$ cat src/inc/pio_pkg.sv
// shared constants and types for the port io interface
package pio_pkg;
   localparam int DATA_W = 8;
   localparam int PORT_W = 8;
   localparam int NUM_PORTS = 256;
   localparam int NUM_REGS = 16;
   localparam int REG_IDX_W = 4;
   localparam int FIFO_DEPTH = 8;
   localparam int NUM_DEST = 8;
   localparam logic [7:0] RST_DATA = 8'h00;
   localparam logic [7:0] RST_PORT = 8'h00;
   localparam logic [7:0] BROADCAST_PORT = 8'hff;
   localparam logic [7:0] IN_PORT_BASE = 8'h80;
   // gray coded on idle -> first -> second
   typedef enum logic [1:0] {
      PIO_IDLE = 2'b00,
      PIO_WR1 = 2'b01,
      PIO_WR2 = 2'b11,
      PIO_RD1 = 2'b10
   } pio_state_t;
endpackage

$ cat src/inc/pio_if.sv
// port bus between the processor end and the fabric end
`timescale 1ns/10ps
interface pio_if;
   logic [7:0] port_select_bus; // port address
   logic [7:0] wr_data; // write data bus
   logic [7:0] rd_data; // read data bus
   logic wr_valid; // write valid pulse
   logic rd_taken; // read taken pulse
   modport cpu (output port_select_bus, output wr_data, output wr_valid,
                output rd_taken, input rd_data);
   modport fab (input port_select_bus, input wr_data, input wr_valid,
                input rd_taken, output rd_data);
endinterface

$ cat src/rtl/pio_cpu_end.sv
// processor end: runs two-cycle port write and port read instructions
// Operation
// RULE1: write data comes from selected data register
// RULE2: port from register or immediate constant
// RULE3: write valid high only in second cycle
// RULE4: select and data stable both cycles
// RULE5: fabric gates decoded select with write valid
// RULE6: few destinations use one-hot port addresses
// RULE7: one-hot decode accepts broadcast addresses
// RULE8: pipelined decode flag gated next cycle
// RULE9: fabric may register data and select
// RULE10: write never waits for acknowledgement
// RULE11: read data valid by second cycle end
// RULE12: one register stage on read path
// RULE13: port select spans 256 addresses
// RULE14: read taken high only second cycle
// RULE15: read data sampled at second edge
// RULE16: both pulses low outside second cycle
`timescale 1ns/10ps
module pio_cpu_end (
   input wire logic clk_sys, // clock
   input wire logic rst, // async reset, high
   pio_if.cpu bus, // port bus
   input wire logic cmd_valid, // start an instruction
   output logic cmd_ready, // idle or cycle two, command taken
   input wire logic cmd_write, // 1 write, 0 read
   input wire logic cmd_indirect, // port from register
   input wire logic [3:0] cmd_reg, // data register, source or target
   input wire logic [3:0] cmd_addr_reg, // address_source_register index
   input wire logic [7:0] cmd_imm, // immediate port address
   input wire logic ld_valid, // load a data register
   input wire logic [3:0] ld_idx, // register to load
   input wire logic [7:0] ld_data, // value to load
   input wire logic [3:0] view_idx, // register to view
   output logic [7:0] view_data, // viewed register value
   output logic rd_done // pulse after a read lands
);

   // timing, counted from the edge that takes an instruction:
   //    cycle one: select and data newly registered, both pulses low
   //    cycle two: write valid or read taken high for one cycle
   //    edge two: read data lands in the target register
   //    edge two: the next instruction may already be taken
   // select and data never move inside an instruction, which is what
   // lets the fabric register them or pipeline its decode
   // side loads share the register file write port with reads and lose;
   // the caller must keep loads away from the second cycle of a read

   // register file, one byte per data register
   logic [7:0] regs [pio_pkg::NUM_REGS];

   // sequencer state
   pio_pkg::pio_state_t st_reg;
   pio_pkg::pio_state_t st_next;

   // operands held for both cycles of an instruction
   logic [7:0] port_reg;
   logic [7:0] wdat_reg;
   logic [3:0] tgt_reg;
   logic is_wr_reg;
   logic done_reg;

   // cycle two of either kind shares one state
   // the kind flag tells a write from a read there
   function automatic logic f_second(input pio_pkg::pio_state_t s);
      return (s == pio_pkg::PIO_WR2);
   endfunction

   // cycle one is the only window in which the kind flag may move
   function automatic logic f_first(input pio_pkg::pio_state_t s);
      return (s == pio_pkg::PIO_WR1) || (s == pio_pkg::PIO_RD1);
   endfunction

   // idle and cycle two both accept; back to back costs no bubble
   function automatic logic f_accepts(input pio_pkg::pio_state_t s);
      return (s == pio_pkg::PIO_IDLE) || f_second(s);
   endfunction

   // port source: immediate or register, full 8 bits reach 256 ports
   wire [7:0] port_pick = cmd_indirect ? regs[cmd_addr_reg] : cmd_imm; // RULE2 RULE13
   wire [7:0] data_pick = regs[cmd_reg]; // RULE1

   // a command is taken only where the sequencer accepts
   wire start = cmd_valid && cmd_ready;

   // state decodes shared by the processes below
   wire in_first = f_first(st_reg);
   wire in_second = f_second(st_reg);
   wire first_is_wr = (st_reg == pio_pkg::PIO_WR1);

   // register file write port: read data wins over side loads
   wire rf_from_bus = bus.rd_taken;
   wire rf_we = rf_from_bus || ld_valid;

   // index and value follow the winner
   wire [3:0] rf_idx = rf_from_bus ? tgt_reg : ld_idx;
   wire [7:0] rf_din = rf_from_bus ? bus.rd_data : ld_data; // RULE15 RULE11

   // ready decodes from state alone
   assign cmd_ready = f_accepts(st_reg);

   // select and data come straight from held registers
   assign bus.port_select_bus = port_reg; // RULE4
   assign bus.wr_data = wdat_reg; // RULE1 RULE4

   // pulses from state and kind flag; no acknowledge input exists
   assign bus.wr_valid = in_second && is_wr_reg; // RULE3 RULE16
   assign bus.rd_taken = in_second && !is_wr_reg; // RULE14 RULE16

   // side view and completion flag
   assign view_data = regs[view_idx];
   assign rd_done = done_reg;

   // fixed two-cycle sequence, never stalled by the fabric
   always_comb begin
      st_next = pio_pkg::PIO_IDLE;
      case (st_reg)
         pio_pkg::PIO_IDLE,
         pio_pkg::PIO_WR2: begin
            if (start) begin
               st_next = cmd_write ? pio_pkg::PIO_WR1 : pio_pkg::PIO_RD1;
            end else begin
               st_next = pio_pkg::PIO_IDLE;
            end
         end
         pio_pkg::PIO_WR1: begin
            st_next = pio_pkg::PIO_WR2; // RULE10
         end
         pio_pkg::PIO_RD1: begin
            st_next = pio_pkg::PIO_WR2;
         end
         default: begin
            st_next = pio_pkg::PIO_IDLE;
         end
      endcase
   end

   // state register
   always_ff @(posedge clk_sys or posedge rst) begin
      if (rst) begin
         st_reg <= pio_pkg::PIO_IDLE;
      end else begin
         st_reg <= st_next;
      end
   end

   // kind flag moves only in cycle one, so cycle two reads it settled
   always_ff @(posedge clk_sys or posedge rst) begin
      if (rst) begin
         is_wr_reg <= 1'b0;
      end else if (in_first) begin
         is_wr_reg <= first_is_wr;
      end
   end

   // select captured at take, held until the next take
   always_ff @(posedge clk_sys or posedge rst) begin
      if (rst) begin
         port_reg <= pio_pkg::RST_PORT;
      end else if (start) begin
         port_reg <= port_pick; // RULE4
      end
   end

   // write data captured at take, held until the next take
   always_ff @(posedge clk_sys or posedge rst) begin
      if (rst) begin
         wdat_reg <= pio_pkg::RST_DATA;
      end else if (start) begin
         wdat_reg <= data_pick; // RULE1 RULE4
      end
   end

   // read target remembered until the read data lands
   always_ff @(posedge clk_sys or posedge rst) begin
      if (rst) begin
         tgt_reg <= pio_pkg::RST_DATA[3:0];
      end else if (start) begin
         tgt_reg <= cmd_reg;
      end
   end

   // completion flag one cycle after the read pulse
   always_ff @(posedge clk_sys or posedge rst) begin
      if (rst) begin
         done_reg <= 1'b0;
      end else begin
         done_reg <= bus.rd_taken;
      end
   end

   // register file; read data lands at edge two
   always_ff @(posedge clk_sys or posedge rst) begin
      if (rst) begin
         for (int i = 0; i < pio_pkg::NUM_REGS; i++) begin
            regs[i] <= pio_pkg::RST_DATA;
         end
      end else if (rf_we) begin
         regs[rf_idx] <= rf_din; // RULE15
      end
   end
endmodule

$ cat src/flat_wrapper.sv
// flat-port wrapper written by rule: the top's interface ports become plain ports
module pio_cpu_end_flat 
  (clk_sys, rst, cmd_valid, cmd_ready, cmd_write, cmd_indirect, cmd_reg, cmd_addr_reg, cmd_imm, ld_valid, ld_idx, ld_data, view_idx, view_data, rd_done, bus_port_select_bus, bus_wr_data, bus_wr_valid, bus_rd_taken, bus_rd_data);
  pio_if bus_i ();
  input wire logic clk_sys;
  input wire logic rst;
  input wire logic cmd_valid;
  output logic cmd_ready;
  input wire logic cmd_write;
  input wire logic cmd_indirect;
  input wire logic [3:0] cmd_reg;
  input wire logic [3:0] cmd_addr_reg;
  input wire logic [7:0] cmd_imm;
  input wire logic ld_valid;
  input wire logic [3:0] ld_idx;
  input wire logic [7:0] ld_data;
  input wire logic [3:0] view_idx;
  output logic [7:0] view_data;
  output logic rd_done;
  output wire logic [$bits(bus_i.port_select_bus)-1:0] bus_port_select_bus;
  output wire logic [$bits(bus_i.wr_data)-1:0] bus_wr_data;
  output wire logic [$bits(bus_i.wr_valid)-1:0] bus_wr_valid;
  output wire logic [$bits(bus_i.rd_taken)-1:0] bus_rd_taken;
  input wire logic [$bits(bus_i.rd_data)-1:0] bus_rd_data;
  assign bus_port_select_bus = bus_i.port_select_bus;
  assign bus_wr_data = bus_i.wr_data;
  assign bus_wr_valid = bus_i.wr_valid;
  assign bus_rd_taken = bus_i.rd_taken;
  assign bus_i.rd_data = bus_rd_data;
  pio_cpu_end u_core (.clk_sys(clk_sys), .rst(rst), .bus(bus_i), .cmd_valid(cmd_valid), .cmd_ready(cmd_ready), .cmd_write(cmd_write), .cmd_indirect(cmd_indirect), .cmd_reg(cmd_reg), .cmd_addr_reg(cmd_addr_reg), .cmd_imm(cmd_imm), .ld_valid(ld_valid), .ld_idx(ld_idx), .ld_data(ld_data), .view_idx(view_idx), .view_data(view_data), .rd_done(rd_done));
endmodule
$ cat config.mk
export PLATFORM = sky130hd
export DESIGN_NAME = pio_cpu_end_flat
export DESIGN_NICKNAME = d
export VERILOG_FILES = /design/src/inc/pio_pkg.sv /design/src/inc/pio_if.sv /design/src/rtl/pio_cpu_end.sv /design/src/flat_wrapper.sv
export SDC_FILE = /design/constraint.sdc
export NUM_CORES = 1
export LEC_CHECK = 0
export ABC_AREA = 1
export BUFFER_PORTS_ARGS = -buffer_cell sky130_fd_sc_hd__buf_2
export CAP_MARGIN = 40
export CORE_MARGIN = 2
export CORE_UTILIZATION = 50
export DETAILED_ROUTE_END_ITERATION = 8
export PLACE_DENSITY = 0.74
export SYNTH_ARGS = -nofsm -noshare
export SYNTH_HDL_FRONTEND = slang
export SYNTH_SLANG_ARGS = --single-unit
$ cat constraint.sdc
create_clock -name clk_sys -period 5.5 [get_ports clk_sys]
set_clock_uncertainty 0.05 [all_clocks]
set_input_delay 0.275 -clock clk_sys [delete_from_list [all_inputs] [get_ports clk_sys]]
set_output_delay 0.275 -clock clk_sys [all_outputs]
set_load 0.005 [all_outputs]
Yosys cells after proc, flatten, opt, wreduce, memory -nomap -nowiden
Index checks and enable logic that the tools add are counted.
- input port bits: 46
- register bits: 152
- word-level logic and storage cells: 63
- output and inout port bits: 28
- equal/unequal tests: 3
- reductions and logical operators: 11
- bitwise operators: 4
- order comparisons: 5
- muxes and demuxes: 18
- operators by type and width (cell ; count):
    bitwise mux 128 bit ; 1
    binary-select mux 8 bit (select 4 bit) ; 3
    two-way mux 8 bit ; 9
    demux 8 bit (select 4 bit) ; 1
    greater-or-equal comparator 5 bit (second input constant) ; 4
    NOT 4 -> 5 bit ; 4
    < comparator 5 x 1 -> 1 bit (second input constant) ; 1
    == test 2 bit (second input constant) ; 2
    logical AND 1 bit ; 4
    two-way mux 2 bit ; 2
    two-way mux 4 bit ; 1
    one-hot mux 2 bit (2 select lines) ; 1
    OR reduction 2 bit ; 2
    logical OR 1 bit ; 3
    == test 2 x 1 -> 1 bit (second input constant) ; 1
    zero test 2 bit ; 1
    zero test 1 bit ; 1

Longest topological paths before layout
- depth in word-level cells: 9
- gate-level depth with buffers: 12
- gate-level depth less buffers: 10

Worst setup path before layout
Ideal clock, no wire load.
- path type: register to register
- start point: register u_core.st_reg[0]
- end point: register u_core.regs[16] in the netlist's numbering
- setup time: 134 ps
- setup slack: 3521 ps
- stages on the path, launching flop included: 12
- arrival time: 1795 ps
- required time: 5316 ps
- buffers on the path: 2
- clock period less this slack: 1979 ps
- cells stage by stage: dfrtp_1 ha_1 nand2_4 buf_8 inv_4 nand2_1 nand2_2 nor3_4 nand2_2 buf_6 nand2_1 o21ai_2
- word-level cells in the longest chain between the ends: 9
- elaborated cells on any way between the ends: 12
- classes of those cells: 2 x order compare; 1 x eq/ne; 5 x mux; 1 x bitwise; 3 x reduce/logical
- ends and longest elaborated chain (what ; line ; text):
    start, declared ; pio_cpu_end.sv:53 ; pio_pkg::pio_state_t st_reg;
    start signal, assigned ; pio_cpu_end.sv:141 ; st_reg <= pio_pkg::PIO_IDLE;
    start signal, assigned ; pio_cpu_end.sv:143 ; st_reg <= st_next;
    == test 2 bit (*) ; pio_cpu_end.sv:66 ; return (s == pio_pkg::PIO_WR2);
    logical AND 1 bit (*) ; pio_cpu_end.sv:108 ; assign bus.rd_taken = in_second && !is_wr_reg;
    net bus_rd_taken ; flat_wrapper.sv:23 ; output wire logic [$bits(bus_i.rd_taken)-1:0] bus_rd_taken;
    two-way mux 4 bit ; pio_cpu_end.sv:96 ; wire [3:0] rf_idx = rf_from_bus ? tgt_reg : ld_idx;
    NOT 4 -> 5 bit (not written as such) ; pio_cpu_end.sv:199 ; regs[rf_idx] <= rf_din;
    greater-or-equal comparator 5 bit (not written as such) / < comparator 5 x 1 -> 1 bit (equally long branches) ; pio_cpu_end.sv:199 ;
    logical AND 1 bit (not written as such) ; pio_cpu_end.sv:199 ;
    two-way mux 8 bit (not written as such) ; pio_cpu_end.sv:199 ;
    demux 8 bit (select 4 bit) ; pio_cpu_end.sv:199 ;
    bitwise mux 128 bit ; pio_cpu_end.sv:199 ;
    end signal, assigned by index ; pio_cpu_end.sv:196 ; regs[i] <= pio_pkg::RST_DATA;
    end signal, assigned by index ; pio_cpu_end.sv:199 ;
    end, declared ; pio_cpu_end.sv:50 ; logic [7:0] regs [pio_pkg::NUM_REGS];
The timed path passes the listed nets; every way through them passes the cells marked *.
A chain may end at the register's enable or synchronous reset.

Worst setup path after layout
- start point: input view_idx[0]
- end point: output view_data[5]
- word-level cells in the longest chain between the ends: 4
- ends and longest elaborated chain (what ; line ; text):
    start, declared ; flat_wrapper.sv:17 ; input wire logic [3:0] view_idx;
    NOT 4 -> 5 bit (not written as such) ; pio_cpu_end.sv:111 ; assign view_data = regs[view_idx];
    binary-select mux 8 bit (select 4 bit) ; pio_cpu_end.sv:111 ;
    two-way mux 8 bit (not written as such) (2 in series) ; pio_cpu_end.sv:111 ;
    end, declared ; flat_wrapper.sv:18 ; output logic [7:0] view_data;
No other way between the ends. The select of a mux whose other input is x is not followed.

==> flow_summary.ini <==
[status]
status = completed

[floorplanning]
fp-row-count = 50
coreArea_sq_um = 18890
die_x_microns = 143.4
die_area_sq_um = 20560
pin_count = 74
start_util_pct = 51.40
die_h_microns = 143.4

[final_layout]
nets = 1497
drive_above_1_share_pct = 12.95
largest_register_ffs = 128
area_growth_pct = 11.18
regArea_sq_um = 3804
regMostFlops = u_core.regs
multi_input_area_sq_um = 5034
fillCellCount = 1852

[drt]
vias = 10120
drtPass1Iterations = 6
finalWirelength_microns = 32650
drtIter0Drc = 1470
viasPerCell = 5.884
drc_errors = 0
ant_nets = 0
wire_per_inst_microns = 18.98

[power]
p_leak_uw = 0.005291
irDropWorstVdd_mv = 0.2284
p_total_uw = 5371
power_density_nw_per_um2 = 497.4

[yosys]
synth_top_cell_by_area = dfrtp_1
netlist_area_sq_um = 9712
synth-edff-count = 0
synthFlopType = dfrtp_1
netlist_top_cells_area = dfrtp_1, nand2_1, nand3_1
syn-num-nets = 1484
synth_sequential_area_ratio_pct = 39.17
synth.top_cell.area_share_pct = 39.17
synth.avg_cell_area_sq_um = 6.763
yosysWarnings = 0
synth.most_common_cell = nand2_1
synth_seq_cells = 152
yosysUniqueCellTypes = 26
syn_inst = 1436
synthTopCellsByCount = nand2_1, nand3_1, dfrtp_1
async_reset_ff_share_pct = 100.0

[clock_network]
htreeDepth = 4
numCtsBuffers = 17
clock_latency_ns = 0.43
clock-sinks = 152
root_buffer = clkbuf_16
post_cts_resized = 0
cts_tree = built
cts.path.max_buffers = 2
clk_pin_slew_ns = 0.06

[sta]
slew_violations = 0
setup_tns_ns = 0
finalHoldViolations = 0
fmax_mhz = 376.3
timing.final.crit_share_pct = 48.32
post-route-min-period_ns = 2.657
maxSlewHeadroom_pct = 37.74
finalSetupViolations = 0
worstMarginPinSlew_ns = 0.9339
grt_setup_unrepaired = no

[place]
port_buffers = 73
dpl.hpwl_microns = 21560
gp_congestion = 0.9569

[global_route]
grt_overflow_total = 0
grtUsageTotal_pct = 32.82
met2_usage_pct = 48.37
grt_pass1_vias = 9087
grt_use_met1_pct = 45.58
grt_pass1_wl_microns = 50870
antenna_found_initial = 1
grt_max_degree = 94
grt_use_met3_pct = 7.231
busiest_layer = met2

[critical_path]
worstPathArrival_ns = 2.33
critical_path_class = primary input to primary output
crit_path_cell_trace = buf_4, buf_4, a21oi_1, o21ai_0, nand2_1, o211ai_1, nand2_1, buf_2
max_stage_delay_ns = 0.66
crit_fanout = 93
start_kind = primary input
critPathSlowestCell = buf_4
crit_required_ns = 5.18
crit_path_end_kind = primary output

[run]
cap_violations = 0

[hold_path]
hold_class = primary input to flip-flop
[stage by stage]
step	utilization [%]	worst slack [ns]	cells	instance area (sq um)	hold slack [ns]
6_report	57.15	2.843	1720	10800	0.02478
5_1_grt	57.14	2.682	1719	10800	0.03296
4_1_cts	57.14	2.961	1719	10800	0.02590
3_5_place_dp	54.17	2.967	1687	10230	0.1110
3_3_place_gp	53.38	2.607	1680	10090	0.4148
2_1_floorplan	-	1.082	1436	9712	0.3304
[power breakdown]
part           switching, uW  internal, uW
logic                   1400           772
registers                462          1640
clock network            450           648
total                   2310          3060
[layout by cell type, fill, tap and decap left out, types with 10 or more instances in the layout]
cell       Yosys  routed
nand2_1      439     439
nand3_1      207     207
dfrtp_1      152     152
inv_1        108     107
o21ai_0      107     107
a21oi_1       72      72
buf_2         10      72
nor2_1        69      69
o21ai_1       66      66
o211ai_1      35      35
o21ai_2       22      22
clkbuf_16      0      17
nand2_2       15      15
buf_4          0      15
or2_2         10      10
[per-layer routing]
| metal | vias up | routed length (microns) |
|---|---|---|
| li1 | 4714 | - |
| met1 | 4696 | 13690 |
| met2 | 618 | 13960 |
| met3 | 93 | 3523 |
| met4 | 0 | 1475 |
| met5 | - | 0 |
[path summary, 6_finish.rpt]
check                                  from               end  slack [ns]  depth (start not counted)
setup / recovery                view_idx[0]      view_data[5]        2.84                          8
hold / removal                    cmd_write  u_core.st_reg[1]        0.02                          2
setup reg to reg           u_core.st_reg[0]   u_core.regs[62]        3.07                          9
hold reg to reg            u_core.regs[118]  u_core.regs[118]        0.44                          2
max in group asynchronous               rst   u_core.regs[84]        4.27                          4
min in group asynchronous               rst   u_core.regs[56]        0.21                          3
[final cells by class]
type	count	area share (%)
sequential	152	35.23
clock buffer	25	4.496
clock inverter	4	0.4171
multi-input combinational	1063	46.62
antenna	1	0.02317
timing repair buffer	97	6.037
inverter	118	4.171
tap	260	3.013
[logic make-up (layout without fill, tap and decap cells)]
group           Yosys count  count (layout)  share of synthesized area (%)
buf+inv                 221             244                          9.199
flops                   152             152                          39.17
other cells               0               1                              0
simple gates            751             751                          33.24
compound gates          302             302                          17.32
mux                       8               8                         0.8246
fa+ha+maj                 2               2                         0.2576
[critical path: cells and delay by family]
| kind | cells | cell delay (ns) |
|---|---|---|
| buffers and inverters | 3 | 1.26 |
| AO/OA/AOI/OAI | 3 | 0.53 |
| AND/OR/NAND/NOR | 2 | 0.23 |
[timing repair]
| action | in CTS | in global routing |
|---|---|---|
| hold buffers | 3 | 0 |
| buffers inserted | 0 | 0 |
| endpoints found under the hold margin | 93 | 0 |
Power figures use the tool's default switching activity.
